--- src/hdl/pml_pkg.sv ---
package pml_pkg;

    localparam int SMP_W = 16;
    localparam int FIFO_DEPTH = 16;
    localparam int OSR = 60;
    localparam int CLK_PERIOD_NS = 100;
    localparam int T_DV_NS = 90;
    // valid-data delay rounds up to whole cycles, never under one
    localparam int DV_CYC_I = ((T_DV_NS + CLK_PERIOD_NS - 1) / CLK_PERIOD_NS)
        < 1 ? 1 : ((T_DV_NS + CLK_PERIOD_NS - 1) / CLK_PERIOD_NS);
    localparam int CNT_W = 4;
    localparam logic [CNT_W-1:0] DV_CYC = CNT_W'(DV_CYC_I);
    localparam logic [CNT_W-1:0] CNT_ZERO = 4'h0;
    localparam logic [CNT_W-1:0] CNT_ONE = 4'h1;
    localparam int BIT_CNT_W = 6;
    localparam logic [BIT_CNT_W-1:0] OSR_M1 = BIT_CNT_W'(OSR - 1);
    localparam logic [BIT_CNT_W-1:0] BIT_CNT_ZERO = 6'h00;
    localparam logic [BIT_CNT_W-1:0] BIT_CNT_ONE = 6'h01;
    localparam logic [SMP_W-1:0] SMP_RST = 16'h0000;
    localparam logic [SMP_W-1:0] SIGN_FLIP = 16'h8000;
    localparam logic [SMP_W-1:0] ACC_RST = 16'h0000;

    typedef struct packed {
        logic dat;
        logic oe;
    } pml_pin_t;

    localparam pml_pin_t PIN_RST = '{dat: 1'b0, oe: 1'b0};

    typedef enum logic [1:0] {
        PH_RELEASED,
        PH_WAIT,
        PH_DRIVE
    } pml_phase_t;

endpackage

--- src/hdl/pml_fifo.sv ---
`timescale 1ns/1ps
module pml_fifo
    import pml_pkg::*;
#(
    parameter int W = 16,
    parameter int DEPTH = 16
)
(
    input wire logic clock,
    input wire logic rst_n,
    input wire logic in_valid,
    output logic in_ready,
    input wire logic [W-1:0] in_data,
    output logic out_valid,
    input wire logic out_ready,
    output logic [W-1:0] out_data
);
    localparam int AW = $clog2(DEPTH);
    localparam logic [AW-1:0] PTR_LAST = AW'(DEPTH - 1);
    localparam logic [AW-1:0] PTR_ZERO = '0;
    localparam logic [AW-1:0] PTR_ONE = AW'(1);
    localparam logic [AW:0] CNT_FULL = (AW+1)'(DEPTH);
    localparam logic [AW:0] CNT_NONE = '0;
    localparam logic [AW:0] CNT_STEP = (AW+1)'(1);

    logic [W-1:0] mem [DEPTH];
    logic [AW-1:0] wr_q, wr_d, rd_q, rd_d;
    logic [AW:0] cnt_q, cnt_d;
    logic ready_q, ready_d;
    logic push, pop;

    // ready is registered so the block's s_ready leaves a flop directly
    assign in_ready = ready_q;
    assign out_valid = (cnt_q != CNT_NONE);
    assign out_data = mem[rd_q];

    always_comb
    begin
        push = in_valid & ready_q;
        pop = out_ready & (cnt_q != CNT_NONE);
        wr_d = wr_q;
        rd_d = rd_q;
        cnt_d = cnt_q;
        if (push)
        begin
            wr_d = (wr_q == PTR_LAST) ? PTR_ZERO : wr_q + PTR_ONE;
        end
        if (pop)
        begin
            rd_d = (rd_q == PTR_LAST) ? PTR_ZERO : rd_q + PTR_ONE;
        end
        if (push & ~pop)
        begin
            cnt_d = cnt_q + CNT_STEP;
        end
        else if (pop & ~push)
        begin
            cnt_d = cnt_q - CNT_STEP;
        end
        ready_d = (cnt_d != CNT_FULL);
    end

    always_ff @(posedge clock)
    begin
        if (!rst_n)
        begin
            wr_q <= PTR_ZERO;
            rd_q <= PTR_ZERO;
            cnt_q <= CNT_NONE;
            ready_q <= 1'b1;
        end
        else
        begin
            wr_q <= wr_d;
            rd_q <= rd_d;
            cnt_q <= cnt_d;
            ready_q <= ready_d;
        end
    end

    // storage carries no reset; only the pointers, count and ready need a defined value
    always_ff @(posedge clock)
    begin
        if (push)
        begin
            mem[wr_q] <= in_data;
        end
    end
endmodule

--- src/hdl/pml_pdm_tx.sv ---
`timescale 1ns/1ps
module pml_pdm_tx
    import pml_pkg::*;
(
    input wire logic clock,
    input wire logic rst_n,
    input wire logic bclk,
    input wire logic falling_variant,
    input wire logic [SMP_W-1:0] s_data,
    input wire logic s_valid,
    output logic s_ready,
    input wire logic data_in,
    output logic data_out,
    output logic data_oe
);
    logic bclk_q, bclk_d;
    pml_phase_t ph_q, ph_d;
    logic [CNT_W-1:0] dv_q, dv_d;
    logic [SMP_W-1:0] acc_q, acc_d;
    logic [SMP_W-1:0] smp_q, smp_d;
    logic [BIT_CNT_W-1:0] bit_cnt_q, bit_cnt_d;
    pml_pin_t pin_q, pin_d;
    logic rise, fall, rel_edge, drv_edge, fire;
    logic [SMP_W:0] sum;
    logic [SMP_W-1:0] level;
    logic [SMP_W-1:0] f_data;
    logic f_valid, f_ready, fifo_ready;

    pml_fifo #(
        .W(SMP_W),
        .DEPTH(FIFO_DEPTH)
    ) u_fifo (
        .clock(clock),
        .rst_n(rst_n),
        .in_valid(s_valid),
        .in_ready(fifo_ready),
        .in_data(s_data),
        .out_valid(f_valid),
        .out_ready(f_ready),
        .out_data(f_data)
    );

    // the fifo's ready is itself a flop
    assign s_ready = fifo_ready;
    assign data_out = pin_q.dat;
    assign data_oe = pin_q.oe;

    // the shared line is read back nowhere; the host samples it
    logic unused_in;
    assign unused_in = data_in;

    always_comb
    begin
        rise = bclk & ~bclk_q;
        fall = ~bclk & bclk_q;
        // the variant picks which edge releases and which drives
        rel_edge = falling_variant ? fall : rise;
        drv_edge = falling_variant ? rise : fall;
        // offset binary: signed zero maps to half scale
        level = smp_q ^ SIGN_FLIP;
        sum = {1'b0, acc_q} + {1'b0, level};
        bclk_d = bclk;
        ph_d = ph_q;
        dv_d = dv_q;
        acc_d = acc_q;
        smp_d = smp_q;
        bit_cnt_d = bit_cnt_q;
        pin_d = pin_q;
        f_ready = 1'b0;
        fire = 1'b0;
        case (ph_q)
            PH_RELEASED:
            begin
                if (drv_edge)
                begin
                    ph_d = PH_WAIT;
                    dv_d = DV_CYC - CNT_ONE;
                end
            end
            PH_WAIT:
            begin
                if (rel_edge)
                begin
                    ph_d = PH_RELEASED;
                end
                else if (dv_q == CNT_ZERO)
                begin
                    fire = 1'b1;
                    ph_d = PH_DRIVE;
                end
                else
                begin
                    dv_d = dv_q - CNT_ONE;
                end
            end
            PH_DRIVE:
            begin
                if (rel_edge)
                begin
                    ph_d = PH_RELEASED;
                end
            end
            default:
            begin
                ph_d = PH_RELEASED;
            end
        endcase
        // release right at our edge, the partner waits its valid delay
        if (rel_edge || ph_q == PH_RELEASED)
        begin
            pin_d.oe = 1'b0;
        end
        if (fire)
        begin
            // first-order loop: the carry is the bit, ones track level
            pin_d.dat = sum[SMP_W];
            pin_d.oe = 1'b1;
            acc_d = sum[SMP_W-1:0];
            if (bit_cnt_q == OSR_M1)
            begin
                bit_cnt_d = BIT_CNT_ZERO;
                // an empty fifo holds the last sample rather than jump
                if (f_valid)
                begin
                    f_ready = 1'b1;
                    smp_d = f_data;
                end
            end
            else
            begin
                bit_cnt_d = bit_cnt_q + BIT_CNT_ONE;
            end
        end
    end

    always_ff @(posedge clock)
    begin
        if (!rst_n)
        begin
            // track the pin in reset so its idle level is no false edge
            bclk_q <= bclk_d;
            ph_q <= PH_RELEASED;
            dv_q <= CNT_ZERO;
            acc_q <= ACC_RST;
            smp_q <= SMP_RST;
            bit_cnt_q <= BIT_CNT_ZERO;
            pin_q <= PIN_RST;
        end
        else
        begin
            bclk_q <= bclk_d;
            ph_q <= ph_d;
            dv_q <= dv_d;
            acc_q <= acc_d;
            smp_q <= smp_d;
            bit_cnt_q <= bit_cnt_d;
            pin_q <= pin_d;
        end
    end
endmodule

--- config.mk ---
export PLATFORM = sky130hd
export DESIGN_NAME = pml_pdm_tx
export DESIGN_NICKNAME = d
export VERILOG_FILES = /design/src/hdl/pml_pkg.sv /design/src/hdl/pml_fifo.sv /design/src/hdl/pml_pdm_tx.sv
export SDC_FILE = /design/constraint.sdc
export NUM_CORES = 1
export LEC_CHECK = 0
export BUFFER_PORTS_ARGS = -buffer_cell sky130_fd_sc_hd__buf_4
export CORE_ASPECT_RATIO = 0.9
export CORE_MARGIN = 2
export CORE_UTILIZATION = 30
export CTS_BUF_LIST = sky130_fd_sc_hd__clkbuf_16
export CTS_CLUSTER_SIZE = 8
export DETAILED_ROUTE_END_ITERATION = 10
export RECOVER_POWER = 100
export SYNTH_ARGS = -nofsm -noshare
export SYNTH_HDL_FRONTEND = slang
export SYNTH_SLANG_ARGS = --single-unit
--- constraint.sdc ---
create_clock -name clock -period 2.82 [get_ports clock]
set_input_delay 0.141 -clock clock [delete_from_list [all_inputs] [get_ports clock]]
set_output_delay 0.141 -clock clock [all_outputs]
set_load 0.005 [all_outputs]
Word level (Yosys, flattened, before mapping). Memories as Yosys holds them, arrays and structs flattened. A register that Yosys moved wholly into a read port is not among the register bits. Cells that the tools add are included. W data, S select, Z words.

Memories kept: 1. Output and inout port bits: 3. RAM bits: 256. Input port bits: 22. ROM bits: 0. Latch bits: 0. Register bits: 45.

$lt $le $gt $ge: 0. Equality and inequality tests: 11. Multipliers: 0. Reductions and logical operators: 10. Div/mod/pow operators: 0. Add/sub/neg operators: 7. Mux-type cells: 26. Shift-type cells: 0. Bitwise operators: 11.

Memory list: u_fifo.mem (depth 16, bits a word 16, rd ports 1, clocked after Yosys merged registers in 1, wr ports 1, line pml_fifo.sv:26) `logic [W-1:0] mem [DEPTH];`.

Operators by type and width (number): $mux W4 (5); $add A16 B16 Y17 (1); $mux W1 (12); $mux W5 (2); $add A4 B1 Y4 const B (2); $eq A4 B4 Y1 const B (2); $mux W2 (4); $ne A2 B2 Y1 const B (4); $pmux W4 S2 (1); $add A6 B1 Y6 const B (1); $and A1 B1 Y1 (6); $eq A6 B6 Y1 const B (1); $mux W6 (1); $pmux W2 S3 (1); $reduce_and A3 Y1 (2); $add A5 B1 Y5 const B (1); $ne A5 B5 Y1 const B (1); $not A1 Y1 (5); $reduce_bool A5 Y1 (1); $sub A5 B1 Y5 const B (1); $logic_not A4 Y1 (1); $reduce_and A4 Y1 (1); $reduce_bool A2 Y1 (2); $sub A4 B1 Y4 const B (1); other kinds (6) (6).

Depth between registers and ports, before layout. Gate-level depths: netlist of the first run.

Word-level depth: 11. Depth in mapped cells: 10.

Hierarchy. A second synthesis of the first run with hierarchy kept.

Cell total of the unflattened synthesis: 781. Area total of the unflattened synthesis: 13158.9 µm².

Modules (own cells, without submodules): pml_fifo (instances 1, area an instance 10570.1 µm², cells an instance 466); pml_pdm_tx (instances 1, area an instance 2588.7 µm², cells an instance 315).

Worst setup path before layout of the first run. Ideal clock, no wire load.

Kind: reg2reg. From: register u_fifo.ready_q, in the netlist u_fifo.in_ready. To: memory u_fifo.mem[3][0], enable pin. Cell stages (with the launch flop): 5. Clock period less this slack: 2.457 ns. Setup slack: 0.363 ns. Data arrival time: 2.048 ns. Data required time: 2.411 ns. Cell sequence: dfxtp_1 and2_1 clkbuf_1 nand2_1 nor3_1.

Cells in the longest elaborated chain, start to end: 3.

RTL lines: start: declaration (line pml_fifo.sv:29) `logic ready_q, ready_d;`; start signal: assignment (line pml_fifo.sv:77) `ready_q <= ready_d;`; $and A1 B1 Y1 (line pml_fifo.sv:39) `push = in_valid & ready_q;`; $mux W1 (line pml_fifo.sv:84) `if (push)`; $mux W1 (implied by the code) (line pml_fifo.sv:86) `mem[wr_q] <= in_data;`; end: declaration (line pml_fifo.sv:26).

No other way between the ends.

Final worst setup path of the first run.
From: register u_fifo.ready_q, in the netlist u_fifo.in_ready. To: memory u_fifo.mem[4][15], enable pin.

The elaborated chain is that of the path after synthesis.

==> impl_metrics.toml, run 1 <==
[critical_path]
worst_setup_path_end_kind = "flip-flop"
crit_chain = "and2_0 > nand2_1 > nor2_1 > clkbuf_2"
worst-r2r-cell-count = 4
worstPathArrival_ns = 2.75
ff2ff_setup_slack_ns = 0.24
slowest_delay_ns = 0.54
required_ns = 2.99
cpMaxStageDelayCell = "nor2_1"
start_kind = "flip-flop"
crit_type = "flip-flop to flip-flop"
crit_fanout = 12

[timing]
slew_viol_final = 40
setup_violations = 0
rsz0062_at_grt = "false"
hold_violations = 0
skew_ns = 0.01181
whs_ns = 0.03888
fin_crit_ns = 2.579
fmax_mhz = 387.7
maxSlewHeadroom_pct = -22.35
fin_crit_sh_pct = 91.47
layout_setup_ws_ns = 0.2406
worst_slew_pin_slew_ns = 1.835
fin_setup_tns_ns = 0

[clock_tree]
cts_resized = 0
root_buffer = "clkbuf_16"
clockBufferDepth = 3
cts_max_level = 2
clk_pin_slew_ns = 0.06
cts_tree = "yes"
post-cts-setup-buffers = 0
clock_latency_ns = 0.54
cts_buffers = 45
cts_sinks = 317
ctsHoldBuffers = 18

[layout]
fill_cells = 4019
fin_util_pct = 35.70
area_growth_pct = 17.61
seqCellArea_sq_um = 8914
multi_input_area_sq_um = 3895
fin_nets = 926
drive_gt1_share_pct = 18.90
n_antenna_cell = 0

[outcome]
violations = "max-capacitance violations, max-slew violations"
status = "complete, but fails checks"

[detailed_routing]
routed_wl_mm = 27.70
drc_errors = 0
first_iter_violations = 610
vias = 7115
routedWlPerCell_microns = 19.18
via_per_inst = 4.927
ant_nets = 0
drtPass1Iterations = 5

[synth]
synth_seq_cells = 317
async_reset_ff_share_pct = 0
synth_edf_count = 256
synth.top_cell.area_share_pct = 58.94
yosys.cell_count.top_type = "edfxtp_1"
ys_warn_count = 0
yosysSeqAreaShare_pct = 68.30
synthDistinctLibCells = 56
yosys.area.top_type = "edfxtp_1"
syn-num-nets = 838
ys_dominant_reg_cell = "edfxtp_1"
syn_avg_cell_area_sq_um = 16.53
ys_top_cells_by_count = "256 x edfxtp_1, 80 x mux4_2, 79 x nand2_1, 61 x dfxtp_1, 48 x a21oi_1"
synth_area_sq_um = 13040
syn_inst = 789
synthTopCellsByArea = "edfxtp_1 59%, mux4_2 14%, dfxtp_1 9.4%"

[hold_path]
whs_path_depth = 4
hold_path.class = "input pin to flip-flop"

[place]
hpwl_mm = 16.76
dp_slack_ns = 0.3310
io_buffer_count = 23
gp_congestion = 0.7446

[global_route]
grt_max_degree = 69
grt_pass1_wl_mm = 42.84
grt_remaining_overflow = 0
grt_pass1_vias = 7230
grt.total_usage_pct = 12.50
antenna_found_initial = 0

[power_and_ir_drop]
p_leak_nw = 4.907
power_density_nw_per_um2 = 667.6
irDropWorstVdd_mv = 0.5202

[floorplanning]
die_w_microns = 223.8
core_area_sq_um = 42970
die_area_sq_um = 45160
die_h_microns = 201.8
start_util_pct = 30.35
io_pins = 25
row_count = 72

[run]
maxCapViolCount = 1
-- placed cells by master, fill, tap and decap left out, types with 11 or more instances in the layout --
cell type	synthesis	layout
mux4_2	80	80
clkbuf_2	0	11
edfxtp_1	256	256
o21ai_0	16	16
nor2_1	35	31
clkbuf_16	0	45
nand2_1	79	79
ha_1	26	26
dfxtp_1	61	59
inv_1	10	21
xnor2_1	11	11
a21oi_1	48	48
dlygate4sd3_1	0	18
nand3_1	23	23
clkbuf_1	16	31
-- power by group --
group          internal, W  switching (W)  total, W
registers          0.00514      0.0000391   0.00518
clock network      0.00282        0.00185   0.00467
logic             0.000145       0.000243  0.000388
total              0.00811        0.00213    0.0102
-- worst paths after layout --
| kind | from | endpoint |
|---|---|---|
| max | u_fifo.in_ready$_SDFF_PN1_ | u_fifo.mem[4][15]$_DFFE_PP_ |
| min | s_valid | u_fifo.wr_q[1]$_SDFFE_PN0P_ |
| max reg2reg | u_fifo.in_ready$_SDFF_PN1_ | u_fifo.mem[4][15]$_DFFE_PP_ |
| min reg2reg | smp_q[0]$_SDFFE_PN0P_ | smp_q[0]$_SDFFE_PN0P_ |
-- layout make-up --
| type | count | share of cell area [%] |
|---|---|---|
| sequential | 317 | 58.11 |
| inverter | 10 | 0.2447 |
| multi-input combinational | 424 | 25.39 |
| timing repair buffer | 79 | 3.793 |
| tap | 555 | 4.527 |
| clock inverter | 14 | 0.5954 |
| clock buffer | 45 | 7.341 |
-- sequential cells by signal (all words and copies together), names as in the netlist --
signal and cells:
dv_q 4, u_fifo.wr_q 4, acc_q 16, u_fifo.in_ready 1, data_oe 1, u_fifo.cnt_q 5
bclk_q 1, ph_q 2, data_out 1, smp_q 16, u_fifo.mem 256, u_fifo.rd_q 4
bit_cnt_q 6
-- per-stage QoR --
stage | std cells | total power [W] | area [sq um]
final | 1444 | 0.01024 | 15340
after global routing | 1444 | 0.01061 | 15340
after CTS | 1444 | 0.01039 | 15540
after detailed placement | 1367 | 0.005661 | 14140
after global placement | 1367 | 0.005650 | 14140
after floorplan | 789 | 0.005492 | 13040
-- per-layer routing --
metal | vias up | GRT usage, % | share of wire [%]
met4 | 0 | 3.500 | 1.5
met1 | 3617 | 17.39 | 46
met3 | 36 | 3.009 | 6.0
met5 | - | 0 | 0
met2 | 172 | 19.58 | 46
li1 | 3290 | - | -
-- critical path, delay by kind of cell (launching register included) --
family	cells	cell delay (ns)
simple gates	3	1.32
flops	1	0.34
buf+inv	1	0.54
-- kinds of logic (layout without fill, tap and decap cells) --
logic type	after synthesis	in the layout	share of synthesized area, %
AOI/OAI and AO/OA	102	102	4.778
xor gates and xnor gates	16	16	1.074
adders and majority gates	27	27	2.648
buffers and inverters	48	148	1.909
DFF	317	317	68.30
muxes	84	84	14.12
and+or+nand+nor	195	195	7.166
Power figures use the tool's default switching activity.
==> run 2, diff against run 1 <==
--- a/config.mk
+++ b/config.mk
@@ -6,7 +6,7 @@
 export NUM_CORES = 1
 export LEC_CHECK = 0
 export BUFFER_PORTS_ARGS = -buffer_cell sky130_fd_sc_hd__buf_4
-export CORE_ASPECT_RATIO = 0.9
+export CORE_ASPECT_RATIO = 0.7
 export CORE_MARGIN = 2
 export CORE_UTILIZATION = 30
 export CTS_BUF_LIST = sky130_fd_sc_hd__clkbuf_16
==> run 2 against run 1 <==
The flow still finishes with violations (max-capacitance violations, max-slew violations). First-iteration DRC count up 15%. Sequential cell count unchanged. Via count up 0.45%. Design area about the same. Wire length up 1.5%. Clock power about the same. Non-clock buffer count down 2. Register-to-register slack better by 0.04 ns. Clock skew down 0.0036 ns. Worst hold slack worse by 0.023 ns. Largest cell class unchanged. Largest power group unchanged.
==> impl_metrics.toml, run 2 (synthesis gave the netlist of run 1 again) <==
[outcome]
status = "complete, but fails checks"
violations = "max-capacitance violations, max-slew violations"

[place]
hpwl_mm = 17.36
dp.cells = 1395
gp_congestion = 0.7745
io_buffer_count = 23

[critical_path]
worst-path-buf-inv = 0
crit_fanout = 4
crit_chain = "ha_1 > fa_1 > a211oi_1 > o21bai_1 > a21oi_2 > o211ai_1 > or4_1 > nand3_1"
worst_setup_path_end_kind = "flip-flop"
required_ns = 3.29
slowest_delay_ns = 0.49
crit-reg2reg-capture = "acc_q[14]$_SDFFE_PN0N_"
cpMaxStageDelayCell = "or4_1"
critical-path-top-delay-family = "compound AO/OA/AOI/OAI gates"
worstPathArrival_ns = 3.01
worst-r2r-cell-count = 8
ff2ff_setup_slack_ns = 0.28
start_kind = "flip-flop"
crit_type = "flip-flop to flip-flop"
crit-reg2reg-launch = "acc_q[0]$_SDFFE_PN0N_"

[global_route]
grt_remaining_overflow = 0
grt_pass1_vias = 7277
grt_pass1_wl_mm = 43.59
grt.total_usage_pct = 12.84
grt_max_degree = 69
antenna_found_initial = 1

[clock_tree]
cts_sinks = 317
cts_tree = "yes"
cts_max_level = 2
cts_resized = 0
post-cts-setup-buffers = 0
clock_latency_ns = 0.53
cts_buffers = 45
clockBufferDepth = 3
root_buffer = "clkbuf_16"
clk_pin_slew_ns = 0.05

[detailed_routing]
ant_nets = 0
first_iter_violations = 699
routed_wl_mm = 28.10
drtPass1Iterations = 4
vias = 7147
routedWlPerCell_microns = 19.06
drc_errors = 0
via_per_inst = 4.849

[layout]
fin_nets = 924
multi_input_area_sq_um = 3905
area_growth_pct = 17.57
drive_gt1_share_pct = 19.82
largest_reg_flops = 256
regMostFlops = "u_fifo.mem"
layout.cells.most_common = "edfxtp_1"
reg_top3 = "u_fifo.mem x256, acc_q x16, smp_q x16"
fill_cells = 4042
layout_common_cells = "256 x edfxtp_1, 80 x mux4_2, 79 x nand2_1, 59 x dfxtp_1, 48 x a21oi_1"
seqCellArea_sq_um = 8914
fin_cells = 1474

[floorplanning]
io_pins = 25
start_util_pct = 30.58
row_count = 63
die_w_microns = 253.2
die_h_microns = 178.5
die_area_sq_um = 45190
core_area_sq_um = 42640

[timing]
fin_setup_tns_ns = 0
maxSlewHeadroom_pct = -14.06
rsz0062_at_grt = "false"
hold_violations = 0
setup_violations = 0
fmax_mhz = 393.5
worst_slew_pin_slew_ns = 1.711
slew_viol_final = 37
fin_crit_ns = 2.541
fin_crit_sh_pct = 90.12
skew_ns = 0.008206

[run]
maxCapViolCount = 1

[power_and_ir_drop]
irDropWorstVdd_mv = 0.3746
power_density_nw_per_um2 = 666.7
p_leak_nw = 4.908

[hold_path]
hp-start = "s_valid"
hold_path.class = "input pin to flip-flop"
hold_end = "u_fifo.wr_q[1]$_SDFFE_PN0P_"
whs_path_depth = 4
-- run 2: changes by cell type in the layout (fill, tap and decap cells not counted), sizes merged --
cell,before,now
buf,17,14
clkinv,2,0
inv,22,25
diode,0,1
clkbuf,89,90
-- run 2: worst reg2reg max path: cells and delay by family (launching register included) --
family	cells	cell delay, ns
AOI/OAI and AO/OA	4	0.92
adders and majority gates	2	0.68
DFF	1	0.31
and+or+nand+nor	2	0.58
-- run 2: area by class of cell --
| cell class | instances | share of cell area (%) |
|---|---|---|
| diodes | 1 | 0.01632 |
| clock buffers | 45 | 7.344 |
| clock inverters | 15 | 0.4325 |
| inverters | 10 | 0.2448 |
| multi-input cells | 424 | 25.47 |
| flip-flops and latches | 317 | 58.13 |
| well taps | 585 | 4.774 |
| repair buffers | 77 | 3.590 |
-- run 2: metal layers --
metal	part of all wire [%]	track usage [%]	vias to the layer above
met3	5.1	2.991	28
met2	43	18.41	166
met5	0	0	-
li1	-	-	3284
met1	51	19.58	3669
met4	1.0	2.909	0
-- run 2: stage by stage --
stage	cell area, sq um	total power, W	hold slack, ns	utilization (%)	setup WS [ns]
finish	15330	0.01022	0.01621	35.96	0.2787
global route	15330	0.01060	0.03468	35.96	0.1057
detailed placement	14150	0.005670	0.2745	33.18	0.3231
CTS	15520	0.01037	0.002141	36.40	0.2812
floorplan	13040	0.005492	0.1687	-	0.3630
global placement	14150	0.005659	0.2701	33.18	0.2758
-- run 2: what timing repair did --
action	CTS	global route
setup endpoints to repair	0	0
endpoints found under the hold margin	258	0
hold buffers	18	0
-- run 2: worst max-delay path by stage --
stage                                     startpoint                         end  slack, ns  cells past startpoint
final                          acc_q[0]$_SDFFE_PN0N_      acc_q[14]$_SDFFE_PN0N_       0.28                      8
after CTS                      acc_q[0]$_SDFFE_PN0N_      acc_q[14]$_SDFFE_PN0N_       0.28                      8
after global routing            dv_q[0]$_SDFFE_PN0P_   bit_cnt_q[4]$_SDFFE_PN0N_       0.11                      8
after floorplan           u_fifo.in_ready$_SDFF_PN1_  u_fifo.mem[3][0]$_DFFE_PP_       0.36                      4
after global placement         acc_q[0]$_SDFFE_PN0N_      acc_q[14]$_SDFFE_PN0N_       0.28                      8
after detailed placement       acc_q[0]$_SDFFE_PN0N_      acc_q[14]$_SDFFE_PN0N_       0.32                      8
-- run 2: report_power, final --
part / internal [W] / total [W] / switching, W / leakage (nW)
Combinational: 0.000148 / 0.000401 / 0.000253 / 1.47
Sequential: 0.00514 / 0.00518 / 0.0000394 / 2.81
Clock: 0.00281 / 0.00464 / 0.00183 / 0.632
